[config.mk]
export PLATFORM = sky130hd
export DESIGN_NAME = ilo_decode
export DESIGN_NICKNAME = d
export VERILOG_FILES = /design/src/common/ilo_pkg.sv /design/src/rtl/ilo_phase.sv /design/src/rtl/ilo_decode.sv
export SDC_FILE = /design/constraint.sdc
export NUM_CORES = 1
export LEC_CHECK = 0
export BUFFER_PORTS_ARGS = -buffer_cell sky130_fd_sc_hd__clkbuf_2
export CORE_UTILIZATION = 45
export CTS_BUF_LIST = sky130_fd_sc_hd__clkbuf_2
export DETAILED_ROUTE_END_ITERATION = 10
export HOLD_SLACK_MARGIN = 0.02
export MAX_ROUTING_LAYER = met4
export PLACE_DENSITY = 0.72
export SYNTH_ARGS = -nofsm -noshare
export SYNTH_HDL_FRONTEND = slang
export SYNTH_SLANG_ARGS = --single-unit
[constraint.sdc]
create_clock -name core_clk -period 2.7 [get_ports core_clk]
set_input_delay 0.54 -clock core_clk [delete_from_list [all_inputs] [get_ports core_clk]]
set_output_delay 0.54 -clock core_clk [all_outputs]
set_load 0.03 [all_outputs]
[src/common/ilo_pkg.sv]
/*
  constants, types and field layout for the indexed literal offset
  operand decoder: opcode patterns, field positions, address widths,
  the four-phase cycle and the status flag bundle.
  assumes an 8-bit data path and a 12-bit data memory address.
*/
// Notes on behaviour
// - extended mode: small file operand offsets pointer two
// - offset only when access bit is zero
// - config bit low disables indexed addressing
// - add form adds working register to indexed byte
// - destination bit picks working register or byte
// - add updates negative, overflow, carry, digit-carry, zero
// - bit set form sets chosen bit, flags untouched
// - set-all form writes all ones, flags untouched
// - one word, one four-phase instruction cycle
package ilo_pkg;

  // data memory geometry
  localparam int unsigned ADDR_W = 12;  // data address width
  localparam int unsigned DATA_W = 8;   // data byte width

  // addressing limits and bases
  localparam logic [7:0]        INDEX_LIMIT = 8'h5F;  // top offset value
  localparam logic [3:0]        ACCESS_HI   = 4'hF;   // high access half
  localparam logic [3:0]        ACCESS_LO   = 4'h0;   // low access half
  localparam logic [DATA_W-1:0] ALL_ONES    = 8'hFF;  // set-all value
  localparam logic [DATA_W-1:0] ZERO_BYTE   = 8'h00;  // cleared byte

  // opcode patterns, compared against the upper instruction bits
  localparam logic [5:0] ADD_OPC    = 6'h09;  // 0010 01xx
  localparam logic [3:0] BITSET_OPC = 4'h8;   // 1000 xxxx
  localparam logic [6:0] SETALL_OPC = 7'h34;  // 0110 100x

  // field positions inside the 16-bit program word
  localparam int unsigned ACC_BIT  = 8;   // access bank select bit
  localparam int unsigned DEST_BIT = 9;   // destination select bit
  localparam int unsigned BSEL_LSB = 9;   // bit number field, 3 wide
  localparam int unsigned NIB_MSB  = 3;   // top bit of the low nibble
  localparam int unsigned NIB_CARRY  = 4;   // carry bit of nibble sum
  localparam int unsigned WORD_MSB   = 15;  // top bit of the word
  localparam int unsigned ADD_LSB    = 10;  // low bit of add opcode
  localparam int unsigned BITSET_LSB = 12;  // low bit of bit set opcode
  localparam int unsigned SETALL_LSB = 9;   // low bit of set-all opcode
  localparam int unsigned FLD_MSB    = 7;   // top bit of file field

  // the four phases of one instruction cycle
  typedef enum logic [1:0] {
    PH_DECODE  = 2'b00,
    PH_READ    = 2'b01,
    PH_PROCESS = 2'b10,
    PH_WRITE   = 2'b11
  } ilo_phase_t;

  // decoded operation
  typedef enum logic [1:0] {
    OP_NONE = 2'b00,
    OP_ADD  = 2'b01,
    OP_BITSET = 2'b10,
    OP_SETALL = 2'b11
  } ilo_op_t;

  // one decoded instruction
  typedef struct packed {
    ilo_op_t           op;         // operation
    logic              dest_file;  // 1: result to data byte
    logic [2:0]        bit_sel;    // bit number for bit set
    logic              indexed;    // pointer-relative address used
    logic [ADDR_W-1:0] addr;       // effective data address
  } ilo_dec_t;

  // status flags in the core's bit order
  typedef struct packed {
    logic neg;    // result bit 7
    logic ovf;    // signed overflow
    logic zero;   // result is zero
    logic dcarry; // carry out of the low nibble
    logic carry;  // carry out of bit 7
  } ilo_status_t;

endpackage : ilo_pkg

[src/rtl/ilo_phase.sv]
/*
  four-phase sequencer: walks decode, read, process, write once per
  instruction cycle, one phase per core clock.
  assumes a synchronous active-high reset that restarts at decode.
*/
`timescale 1ns/1ps
module ilo_phase (
  // clock and reset
  input  wire logic              core_clk,
  input  wire logic              reset,
  // current phase
  output ilo_pkg::ilo_phase_t    phase
);

  ilo_pkg::ilo_phase_t phase_reg;   // current phase
  ilo_pkg::ilo_phase_t phase_next;  // phase for the next clock

  // the phase always advances; the count wraps from write to decode
  always_comb begin
    phase_next = ilo_pkg::ilo_phase_t'(phase_reg + 2'b01);
  end

  // register the phase
  always_ff @(posedge core_clk) begin
    if (reset) begin
      phase_reg <= ilo_pkg::PH_DECODE;
    end else begin
      phase_reg <= phase_next;
    end
  end

  assign phase = phase_reg;

endmodule : ilo_phase

[src/rtl/ilo_decode.sv]
/*
  decode and operand logic for the indexed add, bit set and set-all
  instructions. one instruction is taken in the decode phase, its byte
  read in the read phase, the result formed in the process phase and
  written out in the write phase.
  assumes data memory answers a read address in the same clock, and
  that the core holds pointer two, the working register and the bank
  select steady for the whole instruction cycle.
*/
`timescale 1ns/1ps
module ilo_decode (
  // clock and reset
  input  wire logic                         core_clk,
  input  wire logic                         reset,
  // configuration
  input  wire logic                         extended_set_config_bit,
  // instruction fetch
  input  wire logic                         instr_valid,
  input  wire logic [15:0]                  instr_word,
  output logic                              instr_ready,
  // core registers
  input  wire logic [ilo_pkg::ADDR_W-1:0]   indirect_pointer_two,
  input  wire logic [3:0]                   bank_select,
  input  wire logic [ilo_pkg::DATA_W-1:0]   working_register,
  // data memory read port
  output logic [ilo_pkg::ADDR_W-1:0]        mem_rd_addr,
  input  wire logic [ilo_pkg::DATA_W-1:0]   mem_rd_data,
  // data memory write port
  output logic                              mem_wr_en,
  output logic [ilo_pkg::ADDR_W-1:0]        mem_wr_addr,
  output logic [ilo_pkg::DATA_W-1:0]        mem_wr_data,
  // working register write
  output logic                              w_wr_en,
  output logic [ilo_pkg::DATA_W-1:0]        w_wr_data,
  // status write
  output logic                              status_wr_en,
  output ilo_pkg::ilo_status_t              status_out
);

  ilo_pkg::ilo_phase_t phase;  // current phase of the cycle

  // phase sequencer
  ilo_phase i_ilo_phase (
    .core_clk (core_clk),
    .reset    (reset),
    .phase    (phase)
  );

  // a new word is accepted only at the decode phase
  assign instr_ready = (phase == ilo_pkg::PH_DECODE);

  wire logic taken = instr_ready && instr_valid;  // word accepted

  // decode group
  ilo_pkg::ilo_dec_t dec_reg;   // instruction in flight
  ilo_pkg::ilo_dec_t dec_next;
  logic [7:0]        fld;       // file operand field
  logic              acc_a;     // access bank bit

  // decode: operation, fields and effective address
  always_comb begin
    dec_next = dec_reg;
    fld      = instr_word[ilo_pkg::FLD_MSB:0];
    acc_a    = instr_word[ilo_pkg::ACC_BIT];
    if (taken) begin
      dec_next.op        = ilo_pkg::OP_NONE;
      dec_next.dest_file = instr_word[ilo_pkg::DEST_BIT];
      dec_next.bit_sel   = instr_word[ilo_pkg::BSEL_LSB +: 3];
      if (instr_word[ilo_pkg::WORD_MSB:ilo_pkg::ADD_LSB]
          == ilo_pkg::ADD_OPC) begin
        dec_next.op = ilo_pkg::OP_ADD;
      end else if (instr_word[ilo_pkg::WORD_MSB:ilo_pkg::BITSET_LSB]
                   == ilo_pkg::BITSET_OPC) begin
        dec_next.op = ilo_pkg::OP_BITSET;
      end else if (instr_word[ilo_pkg::WORD_MSB:ilo_pkg::SETALL_LSB]
                   == ilo_pkg::SETALL_OPC) begin
        dec_next.op = ilo_pkg::OP_SETALL;
      end
      dec_next.indexed = extended_set_config_bit && !acc_a
                         && (fld <= ilo_pkg::INDEX_LIMIT);
      if (dec_next.indexed) begin
        // zero-extend the offset, keep the low address bits
        dec_next.addr = ilo_pkg::ADDR_W'(indirect_pointer_two
                        + {4'h0, fld});
      end else if (acc_a) begin
        // banked access through the bank select register
        dec_next.addr = {bank_select, fld};
      end else if (fld <= ilo_pkg::INDEX_LIMIT) begin
        // low half of the access bank
        dec_next.addr = {ilo_pkg::ACCESS_LO, fld};
      end else begin
        // special function half of the access bank
        dec_next.addr = {ilo_pkg::ACCESS_HI, fld};
      end
    end else if (instr_ready) begin
      // an empty slot must not replay the last writes
      dec_next.op = ilo_pkg::OP_NONE;
    end
  end

  // register the decoded instruction
  always_ff @(posedge core_clk) begin
    if (reset) begin
      dec_reg <= '0;
    end else begin
      dec_reg <= dec_next;
    end
  end

  // read address stands from the read phase to the next decode
  assign mem_rd_addr = dec_reg.addr;

  // operand group
  logic [ilo_pkg::DATA_W-1:0] opnd_reg;   // byte read from memory
  logic [ilo_pkg::DATA_W-1:0] opnd_next;
  logic [ilo_pkg::DATA_W-1:0] wval_reg;   // working register copy
  logic [ilo_pkg::DATA_W-1:0] wval_next;

  // capture the operand at the end of the read phase
  always_comb begin
    opnd_next = opnd_reg;
    wval_next = wval_reg;
    if (phase == ilo_pkg::PH_READ) begin
      opnd_next = mem_rd_data;
      wval_next = working_register;
    end
  end

  // register the operands
  always_ff @(posedge core_clk) begin
    if (reset) begin
      opnd_reg <= ilo_pkg::ZERO_BYTE;
      wval_reg <= ilo_pkg::ZERO_BYTE;
    end else begin
      opnd_reg <= opnd_next;
      wval_reg <= wval_next;
    end
  end

  // result group
  logic [ilo_pkg::DATA_W-1:0] res_reg;      // result byte
  logic [ilo_pkg::DATA_W-1:0] res_next;
  logic                       mwe_reg;      // data write strobe
  logic                       mwe_next;
  logic                       wwe_reg;      // working register strobe
  logic                       wwe_next;
  logic                       swe_reg;      // status write strobe
  logic                       swe_next;
  ilo_pkg::ilo_status_t       st_reg;       // flags from the last add
  ilo_pkg::ilo_status_t       st_next;
  logic [ilo_pkg::DATA_W:0]   sum9;         // sum with carry out
  logic [4:0]                 sum_lo;       // low nibble sum
  logic [ilo_pkg::DATA_W-1:0] bit_mask;     // one-hot bit for set

  // process: form the result and the strobes for the write phase
  always_comb begin
    res_next = res_reg;
    st_next  = st_reg;
    mwe_next = 1'b0;
    wwe_next = 1'b0;
    swe_next = 1'b0;
    sum9     = {1'b0, wval_reg} + {1'b0, opnd_reg};
    sum_lo   = {1'b0, wval_reg[ilo_pkg::NIB_MSB:0]}
               + {1'b0, opnd_reg[ilo_pkg::NIB_MSB:0]};
    bit_mask = ilo_pkg::DATA_W'(1) << dec_reg.bit_sel;
    if (phase == ilo_pkg::PH_PROCESS) begin
      unique case (dec_reg.op)
        ilo_pkg::OP_ADD: begin
          res_next       = sum9[ilo_pkg::DATA_W-1:0];
          mwe_next       = dec_reg.dest_file;
          wwe_next       = !dec_reg.dest_file;
          // all five flags follow the sum
          swe_next       = 1'b1;
          st_next.carry  = sum9[ilo_pkg::DATA_W];
          st_next.dcarry = sum_lo[ilo_pkg::NIB_CARRY];
          st_next.zero   = (sum9[ilo_pkg::DATA_W-1:0]
                            == ilo_pkg::ZERO_BYTE);
          st_next.neg    = sum9[ilo_pkg::DATA_W-1];
          st_next.ovf    = (wval_reg[ilo_pkg::DATA_W-1]
                            == opnd_reg[ilo_pkg::DATA_W-1])
                           && (sum9[ilo_pkg::DATA_W-1]
                               != wval_reg[ilo_pkg::DATA_W-1]);
        end
        ilo_pkg::OP_BITSET: begin
          // read-modify-write of one bit, flags kept
          res_next = opnd_reg | bit_mask;
          mwe_next = 1'b1;
        end
        ilo_pkg::OP_SETALL: begin
          // whole byte to ones, flags kept
          res_next = ilo_pkg::ALL_ONES;
          mwe_next = 1'b1;
        end
        ilo_pkg::OP_NONE: begin
          // words outside this decoder leave every strobe low
          res_next = res_reg;
        end
      endcase
    end
  end

  // register the result; strobes last exactly the write phase
  always_ff @(posedge core_clk) begin
    if (reset) begin
      res_reg <= ilo_pkg::ZERO_BYTE;
      st_reg  <= '0;
      mwe_reg <= 1'b0;
      wwe_reg <= 1'b0;
      swe_reg <= 1'b0;
    end else begin
      res_reg <= res_next;
      st_reg  <= st_next;
      mwe_reg <= mwe_next;
      wwe_reg <= wwe_next;
      swe_reg <= swe_next;
    end
  end

  // writes land in the write phase of the same cycle
  assign mem_wr_en    = mwe_reg;
  assign mem_wr_addr  = dec_reg.addr;
  assign mem_wr_data  = res_reg;
  assign w_wr_en      = wwe_reg;
  assign w_wr_data    = res_reg;
  assign status_wr_en = swe_reg;
  assign status_out   = st_reg;
endmodule : ilo_decode

==> impl_metrics.json <==
{
  "status": "finished, final reports clean",
  "die_w_um": 86.1,
  "overflow": 0,
  "antenna_found_initial": 0,
  "hold_path_class": "in -> reg",
  "cts_max_level": 2,
  "dp_hpwl_um": 5700,
  "start_util_pct": 46.8,
  "p_leak_nw": 1.59,
  "synth_area_leader_cell": "dfxtp_1",
  "clock_sinks": 51,
  "synth_cell_types": 53,
  "drc_errors": 0,
  "period_share_pct": 80.4,
  "period_minus_slack_ps": 2170,
  "clk_latency_ps": 460,
  "finalMaxSlewViolations": 0,
  "cts_resized": 0,
  "dpl_worst_slack_ps": 222,
  "timing.rr.end": "status_out[2]",
  "yosysSeqAreaShare_pct": 32.1,
  "place.gp.congestion": 0.846,
  "antenna-diode-count": 0,
  "reg2reg_depth": 9,
  "power_w": 0.00160,
  "clk_pin_slew_ps": 280,
  "ant_nets": 0,
  "setup_viol_count_final": 0,
  "vias": 2849,
  "crit_path_end": "status_out[2]",
  "grt_max_degree": 39,
  "portBuffers": 100,
  "drive_above_1_share_pct": 27.1,
  "peakVddDrop_v": 0.000188,
  "dr.pass1.iters": 4,
  "vias_per_cell": 5.21,
  "syn-num-nets": 462,
  "yosys.area.top_type_share_pct": 32.1,
  "grt_use_total_pct": 20.6,
  "final_area_mm2": 0.00357,
  "cp-end-kind": "flop",
  "wl_um": 7130,
  "coreArea_mm2": 0.00679,
  "worst_slew_pin_slew_ps": 622,
  "crit_required_ps": 3100,
  "clockBufferDepth": 2,
  "cts_tree": "yes",
  "startpoint_type": "flop",
  "die_area_mm2": 0.00741,
  "numCtsBuffers": 5,
  "synth_edf_count": 0,
  "cpPeakStageDelay_ps": 440,
  "worstSetupPathType": "reg -> reg",
  "setup_ws_ps": 530,
  "synth_seq_cells": 51,
  "hold_slack_ps": 280,
  "critPathLaunch": "opnd_reg[0]",
  "nNetsFinal": 523,
  "crit_chain": "ha_1 > inv_1 > fa_1 > nand2b_1 > a21oi_1 > nor4_1 > nor3_1 > nor2_1 > a31o_1",
  "ys.flop_type": "dfxtp_1",
  "tns_ps": 0,
  "yosysWarnings": 0,
  "syn_inst": 389,
  "cts_root_buf": "clkbuf_2",
  "rsz0062_at_grt": "no",
  "slew-limit-headroom_pct": 58.5,
  "powerDensity_mw_per_mm2": 448,
  "final_hold_viol_count": 0,
  "grt_first_pass_wirelength_um": 11800,
  "postSynthAreaPerCell_um2": 8.17,
  "drt-initial-drc-count": 107,
  "cts_hold_buffers": 0,
  "row_count": 30,
  "cp.arrival_ps": 2570,
  "wl_per_cell_um": 13.0,
  "die_h_um": 86.1,
  "largest_reg_flops": 12,
  "r2r-start": "opnd_reg[0]",
  "synthTopCellsByArea": "dfxtp_1 (32%), buf_4 (7.6%), ha_1 (7.5%)",
  "skew_ps": 25.4,
  "dpl-instance-area_mm2": 0.00352,
  "io_pins": 101,
  "fmax_mhz": 461,
  "cts_setup_buffers": 0,
  "synthArstFlopShare_pct": 0,
  "r2r_slack_ps": 530,
  "grt_pass1_vias": 2650,
  "area.growth.synth_to_final_pct": 12.2,
  "cpMaxStageDelayCell": "dfxtp_1",
  "syn_area_mm2": 0.00318,
  "cap_violations": 0,
  "cp_max_fo": 3
}
[worst min path at each step]
| stage | startpoint | to | slack [ps] | cells past startpoint |
|---|---|---|---|---|
| detailed placement | i_ilo_phase.phase[0] | i_ilo_phase.phase[0] | 440 | 1 |
| CTS | instr_word[9] | dec_reg[13] | 260 | 3 |
| global placement | i_ilo_phase.phase[0] | i_ilo_phase.phase[0] | 430 | 1 |
| floorplan | i_ilo_phase.phase[0] | i_ilo_phase.phase[0] | 420 | 1 |
| finish | instr_word[10] | dec_reg[14] | 280 | 3 |
| global route | instr_word[9] | dec_reg[13] | 230 | 3 |
[placed cells by master (no fill, tap or decap), drive strengths merged, types with 15 or more instances in the layout]
cell,count
mux2i,16
inv,15
clkbuf,105
nor3,24
nor2,56
a21oi,26
o21ai,15
ha,19
dfxtp,51
nand2,24
[worst max-delay path, delay by kind of cell (launching register included)]
kind,cells,cell delay [ps]
adders and majority gates,2,600
AOI/OAI and AO/OA,2,410
and+or+nand+nor,4,620
buffers and inverters,1,60
DFF,1,440
[where the power goes]
group / switching (W) / leakage [nW] / internal, W / total, W
combinational: 0.000266 / 1.14 / 0.000169 / 0.000435
sequential: 0.0000383 / 0.416 / 0.000795 / 0.000833
clock: 0.000265 / 0.0256 / 0.0000665 / 0.000331
total: 0.000569 / 1.59 / 0.00103 / 0.00160
[cell usage after synthesis, drive strengths merged (2+ instances only)]
master / count
o21a: 2
nand2b: 3
nor4: 2
a21oi: 26
a211oi: 14
o21ai: 15
nor4b: 2
nor3b: 3
nand3b: 2
dfxtp: 51
and3b: 2
nor2: 56
mux2i: 16
a31oi: 2
nor2b: 5
nand2: 24
nand3: 11
xnor2: 7
or3: 3
buf: 36
a311oi: 8
o21bai: 4
a21o: 3
ha: 19
inv: 14
a22oi: 2
clkbuf: 14
xor2: 2
o32ai: 2
o31a: 2
nor3: 24
fa: 2
[area by class of cell]
| type | instances | area (um2) |
|---|---|---|
| inverter | 14 | 52.6 |
| clock inverter | 3 | 23.8 |
| fill | 667 | 3230 |
| timing repair buffer | 104 | 531 |
| clock buffer | 5 | 25.0 |
| multi-input combinational | 274 | 1790 |
| sequential | 51 | 1020 |
| tap | 96 | 120 |
[kinds of logic after synthesis]
| family | Yosys count | synth area share [%] |
|---|---|---|
| compound gates | 84 | 18.0 |
| xor+xnor | 9 | 2.72 |
| fa+ha+maj | 21 | 8.74 |
| buf+inv | 64 | 11.5 |
| flops | 51 | 32.1 |
| mux | 17 | 5.39 |
| simple gates | 143 | 21.6 |
[layer usage]
metal | part of all wire, % | track usage (%) | wire [um]
met4 | 1.6 | 6.21 | 116
met2 | 47 | 34.7 | 3340
met5 | 0 | - | 0
met3 | 5.6 | 4.14 | 396
met1 | 46 | 24.7 | 3270
[per-stage QoR]
step	std cells	util, %
after detailed placement	539	51.8
after CTS	547	52.5
after global routing	547	52.5
after global placement	539	51.8
final	547	52.5
after floorplan	389	-
(Power assumes the default switching activity.)
